===== src/sffe_pkg.sv =====
// Package: constants and types of the frame forwarding engine and its pipe
// Operation
// (RULE1) Stage receive bytes in blocks up to 128
// (RULE2) Request memory bus, copy only after grant
// (RULE3) Round-robin service of port bus requests
// (RULE4) Switch request only after whole frame stored
// (RULE5) Take cast, port, device from response
// (RULE6) Local destination: enqueue job at that port
// (RULE7) Remote destination: offer message, partner enqueues job
// (RULE8) Take job only with max-frame room, frame ended
// (RULE9) Four FIFO priority queues per port; partner engine keeps one shared job FIFO and ignores priority
// (RULE10) Local transmit in granules up to 128 bytes
// (RULE11) Partner fetches; source sends 128-byte granules
// (RULE12) Remote unicast granules go straight to transmit
// (RULE13) Remote multicast stored once, then jobs enqueued
// (RULE14) Multicast: one job per local port
// (RULE15) Copy counter per frame; release at zero
// (RULE16) Unresolved lookup goes to helper processor
// (RULE17) Unknown destination floods source VLAN ports
// (RULE18) Host unicast control frame: buffer, then helper
// (RULE19) Host multicast control frame: buffer, then helper
// (RULE20) Last granule marked as frame end
package sffe_pkg;
   localparam int NPORT = 12;
   localparam int NPRI = 4;
   localparam int QDEPTH = 4;
   localparam int QW = $clog2(QDEPTH);
   localparam int NHANDLE = 16;
   localparam int BLK_BYTES = 128;
   localparam int MAX_FRAME = 1536;
   localparam int PW = 4;
   localparam int HW = 4;
   localparam int LW = 11;
   localparam int BW = 8;
   localparam int CW = 5;
   typedef logic [PW-1:0] sffe_port_type;
   typedef logic [HW-1:0] sffe_handle_type;
   typedef logic [LW-1:0] sffe_len_type;
   typedef logic [NPORT-1:0] sffe_mask_type;
   typedef struct packed {
      sffe_handle_type handle;
      logic multi;
      sffe_port_type port;
      logic [1:0] pri;
      sffe_mask_type mask;
   } sffe_offer_type;
endpackage


===== src/sffe_pipe_if.sv =====
// Interface: chip_to_chip_pipe between source engine and partner engine
`timescale 1ns/1ps
interface sffe_pipe_if (
   input wire logic mclk,
   input wire logic rst_n
);
   import sffe_pkg::*;
   logic offer_v;
   sffe_offer_type offer;
   logic fetch_v;
   sffe_handle_type fetch_handle;
   logic gran_v;
   sffe_handle_type gran_handle;
   logic [BW-1:0] gran_len;
   logic gran_last;
   modport src (input mclk, rst_n, fetch_v, fetch_handle,
      output offer_v, offer, gran_v, gran_handle, gran_len, gran_last);
   modport dst (input mclk, rst_n, offer_v, offer, gran_v, gran_handle, gran_len, gran_last,
      output fetch_v, fetch_handle);
endinterface


===== src/sffe_local.sv =====
// Module: source-side frame forwarding engine
`timescale 1ns/1ps
module sffe_local (
   input wire logic mclk,
   input wire logic rst_n,
   input wire logic [sffe_pkg::NPORT-1:0] rx_v,
   input wire logic [sffe_pkg::NPORT-1:0] rx_eof,
   output logic [sffe_pkg::NPORT-1:0] rx_hold,
   output logic mem_req,
   input wire logic mem_gnt,
   output sffe_pkg::sffe_port_type mem_port,
   output logic [sffe_pkg::BW-1:0] mem_len,
   output sffe_pkg::sffe_handle_type mem_handle,
   output logic sw_req_v,
   output sffe_pkg::sffe_handle_type sw_req_handle,
   output sffe_pkg::sffe_port_type sw_req_port,
   input wire logic sw_rsp_v,
   input wire sffe_pkg::sffe_handle_type sw_rsp_handle,
   input wire logic sw_rsp_multi,
   input wire logic sw_rsp_remote,
   input wire logic sw_rsp_unres,
   input wire logic sw_rsp_unknown,
   input wire sffe_pkg::sffe_port_type sw_rsp_port,
   input wire logic [1:0] sw_rsp_pri,
   input wire sffe_pkg::sffe_mask_type sw_rsp_lmask,
   input wire sffe_pkg::sffe_mask_type sw_rsp_rmask,
   input wire sffe_pkg::sffe_mask_type sw_rsp_vlan,
   input wire logic [sffe_pkg::CW-1:0] sw_rsp_copies,
   output logic helper_v,
   output sffe_pkg::sffe_handle_type helper_handle,
   input wire logic [sffe_pkg::NPORT-1:0][sffe_pkg::LW-1:0] tx_free,
   output logic tx_v,
   output sffe_pkg::sffe_port_type tx_port,
   output logic [sffe_pkg::BW-1:0] tx_len,
   output logic tx_last,
   output logic rel_v,
   output sffe_pkg::sffe_handle_type rel_handle,
   sffe_pipe_if.src pipe
);
   import sffe_pkg::*;
   localparam int NQ = NPORT * NPRI;
   typedef enum logic [1:0] {T_IDLE = 2'b00, T_LOCAL = 2'b01, T_PIPE = 2'b10} sffe_tx_type;

   function automatic logic [PW:0] rr_pick(input logic [NPORT-1:0] req, input sffe_port_type last);
      logic [PW:0] r;
      int k;
      r = '0;
      for (int i = NPORT; i >= 1; i--) begin
         k = (int'(last) + i) % NPORT;
         if (req[k]) begin
            r = {1'b1, PW'(k)};
         end
      end
      return r;
   endfunction

   logic [BW-1:0] scnt [NPORT];
   logic seof [NPORT];
   logic [NPORT-1:0] gnt_clr;
   logic [PW:0] rx_pick;
   sffe_port_type rr_last;
   sffe_handle_type ph [NPORT];
   logic [NPORT-1:0] pstart;
   sffe_handle_type alloc;
   logic mem_eof;
   logic mem_first;
   sffe_len_type flen [NHANDLE];
   logic [CW-1:0] cnt [NHANDLE];
   logic enq_v;
   logic [1:0] enq_pri;
   sffe_handle_type enq_h;
   sffe_mask_type enq_mask;
   logic [NQ-1:0] sq_ne;
   sffe_handle_type sq_head [NQ];
   logic [NPORT-1:0] port_ok;
   logic [PW:0] tx_pick;
   sffe_port_type tx_rr;
   logic pop_v;
   logic [$clog2(NQ)-1:0] pop_q;
   sffe_tx_type tstate;
   sffe_handle_type cur_h;
   sffe_len_type rem;
   logic fetch_pend;
   sffe_handle_type fetch_h;
   logic fetch_take;
   logic dec_v;
   logic [BW-1:0] glen;

   // Staging holds counts only; payload travels with the memory bus copy
   genvar g;
   generate
      for (g = 0; g < NPORT; g++) begin : g_rx
         logic hold;
         assign rx_hold[g] = hold;
         always_ff @(posedge mclk or negedge rst_n) begin
            if (!rst_n) begin
               scnt[g] <= '0;
               seof[g] <= 1'b0;
               hold <= 1'b0;
            end else if (gnt_clr[g]) begin
               scnt[g] <= '0;
               seof[g] <= 1'b0;
               hold <= 1'b0;
            end else if (rx_v[g] && !hold) begin
               scnt[g] <= scnt[g] + 1'b1;
               seof[g] <= rx_eof[g];
               hold <= rx_eof[g] || (scnt[g] == BW'(BLK_BYTES - 1)); // RULE1
            end
         end
      end
   endgenerate

   assign rx_pick = rr_pick(rx_hold, rr_last); // RULE3
   assign gnt_clr = (mem_req && mem_gnt) ? (NPORT'(1) << mem_port) : '0; // RULE2

   always_ff @(posedge mclk or negedge rst_n) begin
      if (!rst_n) begin
         mem_req <= 1'b0;
         mem_port <= '0;
         mem_len <= '0;
         mem_handle <= '0;
         mem_eof <= 1'b0;
         mem_first <= 1'b0;
         rr_last <= PW'(NPORT - 1);
         pstart <= '1;
         alloc <= '0;
         sw_req_v <= 1'b0;
         sw_req_handle <= '0;
         sw_req_port <= '0;
      end else begin
         sw_req_v <= 1'b0;
         if (!mem_req && rx_pick[PW]) begin
            mem_req <= 1'b1; // RULE2
            mem_port <= rx_pick[PW-1:0];
            mem_len <= scnt[rx_pick[PW-1:0]];
            mem_eof <= seof[rx_pick[PW-1:0]];
            mem_first <= pstart[rx_pick[PW-1:0]];
            mem_handle <= pstart[rx_pick[PW-1:0]] ? alloc : ph[rx_pick[PW-1:0]];
            if (pstart[rx_pick[PW-1:0]]) begin
               ph[rx_pick[PW-1:0]] <= alloc;
               alloc <= alloc + 1'b1;
               pstart[rx_pick[PW-1:0]] <= 1'b0;
            end
         end else if (mem_req && mem_gnt) begin
            mem_req <= 1'b0;
            rr_last <= mem_port; // RULE3
            if (mem_eof) begin
               pstart[mem_port] <= 1'b1;
               sw_req_v <= 1'b1; // RULE4
               sw_req_handle <= mem_handle;
               sw_req_port <= mem_port;
            end
         end
      end
   end

   // Frame length grows block by block as each block is granted
   always_ff @(posedge mclk) begin
      if (mem_req && mem_gnt) begin
         flen[mem_handle] <= (mem_first ? '0 : flen[mem_handle]) + LW'(mem_len);
      end
   end

   always_ff @(posedge mclk or negedge rst_n) begin
      if (!rst_n) begin
         enq_v <= 1'b0;
         enq_pri <= '0;
         enq_h <= '0;
         enq_mask <= '0;
         helper_v <= 1'b0;
         helper_handle <= '0;
         pipe.offer_v <= 1'b0;
         pipe.offer <= '0;
      end else begin
         enq_v <= 1'b0;
         helper_v <= 1'b0;
         pipe.offer_v <= 1'b0;
         if (sw_rsp_v && sw_rsp_unres) begin
            helper_v <= 1'b1; // RULE16
            helper_handle <= sw_rsp_handle;
         end else if (sw_rsp_v) begin
            enq_v <= 1'b1; // RULE5
            enq_pri <= sw_rsp_pri;
            enq_h <= sw_rsp_handle;
            if (sw_rsp_unknown) begin
               enq_mask <= sw_rsp_vlan; // RULE17
            end else if (sw_rsp_multi) begin
               enq_mask <= sw_rsp_lmask; // RULE14
            end else if (sw_rsp_remote) begin
               enq_mask <= '0;
            end else begin
               enq_mask <= NPORT'(1) << sw_rsp_port; // RULE6
            end
            if (!sw_rsp_unknown && (sw_rsp_multi ? |sw_rsp_rmask : sw_rsp_remote)) begin
               pipe.offer_v <= 1'b1; // RULE7 RULE13
               pipe.offer <= {sw_rsp_handle, sw_rsp_multi, sw_rsp_port, sw_rsp_pri, sw_rsp_rmask};
            end
         end
      end
   end

   generate
      for (g = 0; g < NQ; g++) begin : g_sq
         sffe_handle_type mem [QDEPTH];
         logic [QW-1:0] wp;
         logic [QW-1:0] rp;
         logic [QW:0] n;
         logic push;
         logic pop;
         assign push = enq_v && enq_mask[g / NPRI] && (enq_pri == 2'(g % NPRI)) && (n != (QW+1)'(QDEPTH));
         assign pop = pop_v && (pop_q == ($clog2(NQ))'(g));
         assign sq_ne[g] = (n != '0);
         assign sq_head[g] = mem[rp]; // RULE9
         always_ff @(posedge mclk) begin
            if (push) begin
               mem[wp] <= enq_h;
            end
         end
         always_ff @(posedge mclk or negedge rst_n) begin
            if (!rst_n) begin
               wp <= '0;
               rp <= '0;
               n <= '0;
            end else begin
               wp <= wp + QW'(push);
               rp <= rp + QW'(pop);
               n <= n + (QW+1)'(push) - (QW+1)'(pop);
            end
         end
      end
      for (g = 0; g < NPORT; g++) begin : g_port
         assign port_ok[g] = (|sq_ne[g*NPRI +: NPRI]) && (tx_free[g] >= LW'(MAX_FRAME)); // RULE8
      end
   endgenerate

   // One mover serves every port, so a port never has two frames in flight
   assign tx_pick = rr_pick(port_ok, tx_rr);
   assign pop_v = (tstate == T_IDLE) && !fetch_pend && tx_pick[PW]; // RULE8
   assign fetch_take = (tstate == T_IDLE) && fetch_pend;
   assign glen = (rem > LW'(BLK_BYTES)) ? BW'(BLK_BYTES) : BW'(rem);
   assign dec_v = (tstate != T_IDLE) && (rem <= LW'(BLK_BYTES));

   always_comb begin
      pop_q = '0;
      for (int i = 0; i < NPRI; i++) begin
         if (sq_ne[int'(tx_pick[PW-1:0]) * NPRI + i]) begin
            pop_q = ($clog2(NQ))'(int'(tx_pick[PW-1:0]) * NPRI + i);
         end
      end
   end

   // Set wins over the take
   always_ff @(posedge mclk or negedge rst_n) begin
      if (!rst_n) begin
         fetch_pend <= 1'b0;
         fetch_h <= '0;
      end else if (pipe.fetch_v) begin
         fetch_pend <= 1'b1; // RULE11
         fetch_h <= pipe.fetch_handle;
      end else if (fetch_take) begin
         fetch_pend <= 1'b0;
      end
   end

   always_ff @(posedge mclk or negedge rst_n) begin
      if (!rst_n) begin
         tstate <= T_IDLE;
         cur_h <= '0;
         rem <= '0;
         tx_rr <= PW'(NPORT - 1);
         tx_v <= 1'b0;
         tx_port <= '0;
         tx_len <= '0;
         tx_last <= 1'b0;
         pipe.gran_v <= 1'b0;
         pipe.gran_handle <= '0;
         pipe.gran_len <= '0;
         pipe.gran_last <= 1'b0;
      end else begin
         tx_v <= 1'b0;
         pipe.gran_v <= 1'b0;
         unique case (tstate)
            T_IDLE: begin
               if (fetch_take) begin
                  cur_h <= fetch_h;
                  rem <= flen[fetch_h];
                  tstate <= T_PIPE;
               end else if (pop_v) begin
                  cur_h <= sq_head[pop_q];
                  rem <= flen[sq_head[pop_q]];
                  tx_port <= tx_pick[PW-1:0];
                  tx_rr <= tx_pick[PW-1:0];
                  tstate <= T_LOCAL;
               end
            end
            T_LOCAL: begin
               tx_v <= 1'b1; // RULE10
               tx_len <= glen;
               tx_last <= dec_v; // RULE20
               rem <= rem - LW'(glen);
               if (dec_v) begin
                  tstate <= T_IDLE;
               end
            end
            T_PIPE: begin
               pipe.gran_v <= 1'b1; // RULE11
               pipe.gran_handle <= cur_h;
               pipe.gran_len <= glen;
               pipe.gran_last <= dec_v; // RULE20
               rem <= rem - LW'(glen);
               if (dec_v) begin
                  tstate <= T_IDLE;
               end
            end
         endcase
      end
   end

   always_ff @(posedge mclk or negedge rst_n) begin
      if (!rst_n) begin
         rel_v <= 1'b0;
         rel_handle <= '0;
      end else begin
         rel_v <= dec_v && (cnt[cur_h] == CW'(1)); // RULE15
         rel_handle <= cur_h;
      end
   end

   always_ff @(posedge mclk) begin
      if (dec_v) begin
         cnt[cur_h] <= cnt[cur_h] - 1'b1; // RULE15
      end
      if (sw_rsp_v && !sw_rsp_unres) begin
         cnt[sw_rsp_handle] <= sw_rsp_copies;
      end
   end
endmodule


===== src/flat_wrapper.sv =====
// flat-port wrapper written by rule: the top's interface ports become plain ports
module sffe_local_flat import sffe_pkg::*;
  (mclk, rst_n, rx_v, rx_eof, rx_hold, mem_req, mem_gnt, mem_port, mem_len, mem_handle, sw_req_v, sw_req_handle, sw_req_port, sw_rsp_v, sw_rsp_handle, sw_rsp_multi, sw_rsp_remote, sw_rsp_unres, sw_rsp_unknown, sw_rsp_port, sw_rsp_pri, sw_rsp_lmask, sw_rsp_rmask, sw_rsp_vlan, sw_rsp_copies, helper_v, helper_handle, tx_free, tx_v, tx_port, tx_len, tx_last, rel_v, rel_handle, pipe_fetch_v, pipe_fetch_handle, pipe_offer_v, pipe_offer, pipe_gran_v, pipe_gran_handle, pipe_gran_len, pipe_gran_last);
  sffe_pipe_if pipe_i (.mclk(mclk), .rst_n(rst_n));
  input wire logic mclk;
  input wire logic rst_n;
  input wire logic [sffe_pkg::NPORT-1:0] rx_v;
  input wire logic [sffe_pkg::NPORT-1:0] rx_eof;
  output logic [sffe_pkg::NPORT-1:0] rx_hold;
  output logic mem_req;
  input wire logic mem_gnt;
  output sffe_pkg::sffe_port_type mem_port;
  output logic [sffe_pkg::BW-1:0] mem_len;
  output sffe_pkg::sffe_handle_type mem_handle;
  output logic sw_req_v;
  output sffe_pkg::sffe_handle_type sw_req_handle;
  output sffe_pkg::sffe_port_type sw_req_port;
  input wire logic sw_rsp_v;
  input wire sffe_pkg::sffe_handle_type sw_rsp_handle;
  input wire logic sw_rsp_multi;
  input wire logic sw_rsp_remote;
  input wire logic sw_rsp_unres;
  input wire logic sw_rsp_unknown;
  input wire sffe_pkg::sffe_port_type sw_rsp_port;
  input wire logic [1:0] sw_rsp_pri;
  input wire sffe_pkg::sffe_mask_type sw_rsp_lmask;
  input wire sffe_pkg::sffe_mask_type sw_rsp_rmask;
  input wire sffe_pkg::sffe_mask_type sw_rsp_vlan;
  input wire logic [sffe_pkg::CW-1:0] sw_rsp_copies;
  output logic helper_v;
  output sffe_pkg::sffe_handle_type helper_handle;
  input wire logic [sffe_pkg::NPORT-1:0][sffe_pkg::LW-1:0] tx_free;
  output logic tx_v;
  output sffe_pkg::sffe_port_type tx_port;
  output logic [sffe_pkg::BW-1:0] tx_len;
  output logic tx_last;
  output logic rel_v;
  output sffe_pkg::sffe_handle_type rel_handle;
  input wire logic [$bits(pipe_i.fetch_v)-1:0] pipe_fetch_v;
  input wire logic [$bits(pipe_i.fetch_handle)-1:0] pipe_fetch_handle;
  output wire logic [$bits(pipe_i.offer_v)-1:0] pipe_offer_v;
  output wire logic [$bits(pipe_i.offer)-1:0] pipe_offer;
  output wire logic [$bits(pipe_i.gran_v)-1:0] pipe_gran_v;
  output wire logic [$bits(pipe_i.gran_handle)-1:0] pipe_gran_handle;
  output wire logic [$bits(pipe_i.gran_len)-1:0] pipe_gran_len;
  output wire logic [$bits(pipe_i.gran_last)-1:0] pipe_gran_last;
  assign pipe_i.fetch_v = pipe_fetch_v;
  assign pipe_i.fetch_handle = pipe_fetch_handle;
  assign pipe_offer_v = pipe_i.offer_v;
  assign pipe_offer = pipe_i.offer;
  assign pipe_gran_v = pipe_i.gran_v;
  assign pipe_gran_handle = pipe_i.gran_handle;
  assign pipe_gran_len = pipe_i.gran_len;
  assign pipe_gran_last = pipe_i.gran_last;
  sffe_local u_core (.mclk(mclk), .rst_n(rst_n), .rx_v(rx_v), .rx_eof(rx_eof), .rx_hold(rx_hold), .mem_req(mem_req), .mem_gnt(mem_gnt), .mem_port(mem_port), .mem_len(mem_len), .mem_handle(mem_handle), .sw_req_v(sw_req_v), .sw_req_handle(sw_req_handle), .sw_req_port(sw_req_port), .sw_rsp_v(sw_rsp_v), .sw_rsp_handle(sw_rsp_handle), .sw_rsp_multi(sw_rsp_multi), .sw_rsp_remote(sw_rsp_remote), .sw_rsp_unres(sw_rsp_unres), .sw_rsp_unknown(sw_rsp_unknown), .sw_rsp_port(sw_rsp_port), .sw_rsp_pri(sw_rsp_pri), .sw_rsp_lmask(sw_rsp_lmask), .sw_rsp_rmask(sw_rsp_rmask), .sw_rsp_vlan(sw_rsp_vlan), .sw_rsp_copies(sw_rsp_copies), .helper_v(helper_v), .helper_handle(helper_handle), .tx_free(tx_free), .tx_v(tx_v), .tx_port(tx_port), .tx_len(tx_len), .tx_last(tx_last), .rel_v(rel_v), .rel_handle(rel_handle), .pipe(pipe_i));
endmodule

===== config.mk =====
export PLATFORM = sky130hd
export DESIGN_NAME = sffe_local_flat
export DESIGN_NICKNAME = d
export VERILOG_FILES = /design/src/sffe_pkg.sv /design/src/sffe_pipe_if.sv /design/src/sffe_local.sv /design/src/flat_wrapper.sv
export SDC_FILE = /design/constraint.sdc
export NUM_CORES = 2
export LEC_CHECK = 0
export ABC_AREA = 1
export ABC_CLOCK_PERIOD_IN_PS = 5900
export BUFFER_PORTS_ARGS = -buffer_cell sky130_fd_sc_hd__buf_2
export CAP_MARGIN = 20
export CORE_MARGIN = 5
export CORE_UTILIZATION = 25
export DETAILED_ROUTE_END_ITERATION = 10
export SLEW_MARGIN = 30
export SYNTH_ARGS = -nofsm -noshare
export SYNTH_HDL_FRONTEND = slang
export SYNTH_SLANG_ARGS = --single-unit

===== constraint.sdc =====
create_clock -name mclk -period 5.9 [get_ports mclk]
set_input_delay 1.18 -clock mclk [delete_from_list [all_inputs] [get_ports mclk]]
set_output_delay 1.18 -clock mclk [all_outputs]
set_load 0.05 [all_outputs]

==> summary.txt <==
Floorplan
  • Die Height: 583 um
  • Full die area: 0.340 mm^2
  • Initial Utilization: 25.1%
  • Core region area: 0.327 mm^2
  • Number of cell rows: 210
  • Die X-Extent: 583 um
  • Number of ports placed on the die boundary: 320

Setup path
  • Crit Path Max Fanout: 6
  • Critical path endpoint category: flop
  • Class of the most critical setup path: flop to flop
  • CP Data Arrival Time: 7000 ps
  • Critical Path Most Common Cell: nand2_1
  • CP Data Required Time: 6610 ps
  • Cell with the biggest individual delay on the critical path: dfstp_2
  • Kind of start point of the critical path: flop
  • Delay of the slowest critical-path stage: 540 ps

Placed design
  • Port-buffer cells: 211
  • Placer congestion estimate: 0.908
  • Estimated wirelength of the detail-placed design: 168,000 um
  • Instance area at placement: 0.0916 mm^2

Route
  • Highest metal layer with signal wires: met5
  • Total DRC errors in the routed layout: 0
  • Remaining number of nets flagged by the antenna check after routing: 0
  • Vias: 64,300
  • Wire length on met2: 117,000 um
  • Routed met3 length: 19,600 um
  • Number of vias per cell after detailed routing: 4.73
  • DR pass1 iterations: 8
  • Wl on met1: 106,000 um
  • Mean routed wirelength per cell: 18.6 um
  • Drt total wl: 253,000 um
  • Iter 0 DRT Violations: 6,943

Hold path
  • Tightest Hold Check Type: input pin to asynchronous set/reset pin

Layout
  • Fillers: 33,100
  • Multi-input gate area in the final layout: 0.0332 mm^2
  • Area occupied by registers: 0.0475 mm^2
  • Layout net count: 9,615
  • Share of layout cells above drive strength 1: 20.5%
  • Area added between synthesis and finish: 26.4%
  • Final standard cell area without fillers: 0.104 mm^2

STA
  • Slew margin rel.: 29.1%
  • Final setup margin: -394 ps
  • Final Critical Period: 6290 ps
  • Number of endpoints with negative hold slack in the final report: 0
  • Share of the clock period used by the worst path after layout: 107%
  • Measured slew at the worst slew-check pin: 1060 ps
  • Highest clock rate: 0.159 GHz
  • Number of max-slew violations in the final report: 0
  • Setup-failing EPs final: 64
  • Unrepaired setup endpoints after global routing: true
  • Setup Skew: 96.8 ps
  • Total negative slack for setup checks: -10,610 ps

Global routing
  • Number of global-route vias before repair: 61,500
  • Global-route wire length before repair: 374,000 um
  • Total grt overflow: 0
  • Total global-route track usage: 14.0%
  • Antenna violations before repair: 7
  • Maximum number of pins on one net before global-route repair: 147

Run
  • MaxCap Viol Count: 0

Yosys
  • Share of synthesized registers carrying an async set or reset: 36.3%
  • Count of unique library cells instantiated by Yosys: 68
  • Sequential share of the synthesized area: 57.8%
  • Yosys synthesis warning count: 0
  • Cell with the most instances after synthesis: nand2_1
  • Post-Synthesis Cells: 8,339
  • Ys flop type: edfxtp_1
  • Post-synth EDFFs: 1,072
  • Portion of synthesized cell area occupied by the leading cell type: 39.2%
  • Synthesized area: 0.0821 mm^2
  • Yosys top cell by area: edfxtp_1
  • Average footprint of a synthesized cell: 9.85 um^2
  • Syn Nets: 8,861
  • Synthesized flop and latch total: 1,682
  • Dominant cells by area after synthesis: edfxtp_1 39%, dfrtp_1 18%, nand2_1 6.6%, inv_1 4.6%, o21ai_0 4.2%
  • Most instantiated cells after synthesis: 1,452 x nand2_1, 1,072 x edfxtp_1, 999 x inv_1, 713 x nor2_1, 695 x o21ai_0

Status
  • Result of the run: finished, violations left
  • Violations in the final reports: negative setup slack

CTS
  • Register clock-pin slew on the reported worst setup and hold paths: 60 ps
  • Clock insertion delay at the later pin of the skew report: 870 ps
  • Clock buffer count from CTS: 183
  • # H-tree levels: 4
  • Clock tree sinks: 1,682
  • Maximum number of buffers from clock root to sink: 4
  • CTS tree: done
  • CTS root buffer: clkbuf_16
==> worst paths after layout <==
check	from	cells after the start	endpoint	slack (ps)
worst max-delay path	u_core.tx_rr[1]$_DFFE_PN1P_	50	u_core.rem[4]$_DFFE_PN0P_	-390
worst min register to register	u_core.g_sq[7].n[1]$_DFF_PN0_	1	u_core.g_sq[7].n[2]$_DFF_PN0_	460
min in group mclk	u_core.g_sq[7].n[1]$_DFF_PN0_	1	u_core.g_sq[7].n[2]$_DFF_PN0_	460
max in group asynchronous	rst_n	2	u_core.g_sq[3].n[2]$_DFF_PN0_	4040
worst min-delay path	rst_n	1	u_core.scnt[7]$_DFFE_PN0P_	360
worst max register to register	u_core.tx_rr[1]$_DFFE_PN1P_	50	u_core.rem[4]$_DFFE_PN0P_	-390
==> critical path, delay by kind of cell, from the launching register on <==
kind | cells | cell delay, ps
compound gates | 7 | 1000
buf+inv | 11 | 1470
flops | 1 | 540
fa+ha+maj | 2 | 400
xor+xnor | 1 | 220
simple gates | 29 | 2490
==> sequential cells by signal, summed over array words and instances (netlist names), 8 cells and up <==
name                  cells
u_core.g_sq.n           144
u_core.tx_len             8
u_core.g_sq.wp           96
u_core.ph                48
u_core.pipe.offer        23
u_core.pipe.gran_len      8
u_core.g_sq.mem         768
u_core.pstart            12
u_core.scnt              96
u_core.g_sq.rp           96
u_core.g_rx.hold         12
u_core.seof              12
u_core.mem_len            8
u_core.flen             176
u_core.enq_mask          12
u_core.cnt               80
u_core.rem               11
==> logic make-up after synthesis <==
kind of cell | synth area share, %
xor gates and xnor gates | 2.92
muxes | 0.0533
other | 0.00456
buffers and inverters | 6.44
and+or+nand+nor | 16.6
AOI/OAI and AO/OA | 11.1
DFF | 57.8
adders and majority gates | 5.05
==> cell type report <==
class	instances	share of cell area, %
flip-flops and latches	1682	45.8
clock inverters	81	0.809
repair buffers	853	7.29
inverters	1042	3.91
clock buffers	250	4.98
diodes	4	0.00964
multi-input cells	5330	32.0
well taps	4346	5.24
repair inverters	1	0.0108
==> per-stage QoR <==
step / hold WS [ps] / instances / util, % / setup WS [ps]
after detailed placement: 457 / 13100 / 28.0 / -776
final: 362 / 13600 / 31.7 / -394
after floorplan: 414 / 8339 / - / 16.6
after global routing: 386 / 13600 / 31.7 / -682
after CTS: 365 / 13500 / 30.7 / -290
after global placement: 451 / 13100 / 28.0 / -845
==> what timing repair did <==
item	in CTS	in global routing
hold endpoints to repair	0	0
setup endpoints to repair	170	214
pin swaps	154	286
hold buffers	0	0
setup buffers	68	96
gates resized for setup	400	618
gates cloned	22	17
==> cells in the final DEF, fill, tap and decap left out, drive strengths merged, types with 7 or more instances in the layout <==
master / netlist / final
ha: 253 / 253
o211ai: 27 / 27
a311oi: 35 / 35
edfxtp: 1072 / 1072
a21oi: 311 / 311
o221ai: 57 / 57
o21ai: 735 / 735
nor2: 719 / 719
xnor2: 72 / 72
inv: 1033 / 1036
o2111ai: 7 / 7
nor3: 279 / 279
nand4: 74 / 74
dfrtp: 592 / 592
a22oi: 79 / 79
nand3b: 73 / 73
bufinv: 0 / 14
a221oi: 15 / 15
nor4: 8 / 8
clkinv: 9 / 63
nand3: 537 / 537
xor2: 198 / 198
nand2: 1474 / 1480
o22ai: 183 / 183
a211oi: 8 / 8
a31oi: 20 / 20
dfstp: 18 / 18
a32o: 27 / 27
buf: 94 / 842
clkinvlp: 0 / 11
o31ai: 21 / 21
a41oi: 14 / 14
fa: 49 / 49
clkbuf: 197 / 261
==> layer usage <==
metal	vias to the layer above	track usage [%]
li1	30200	-
met1	31000	18.9
met2	2577	23.0
met3	558	2.17
met4	2	4.82
met5	-	0
Power is left out: the tool's default activity adds up to more than one toggle a clock period on the data nets, which glitch-free logic cannot reach.
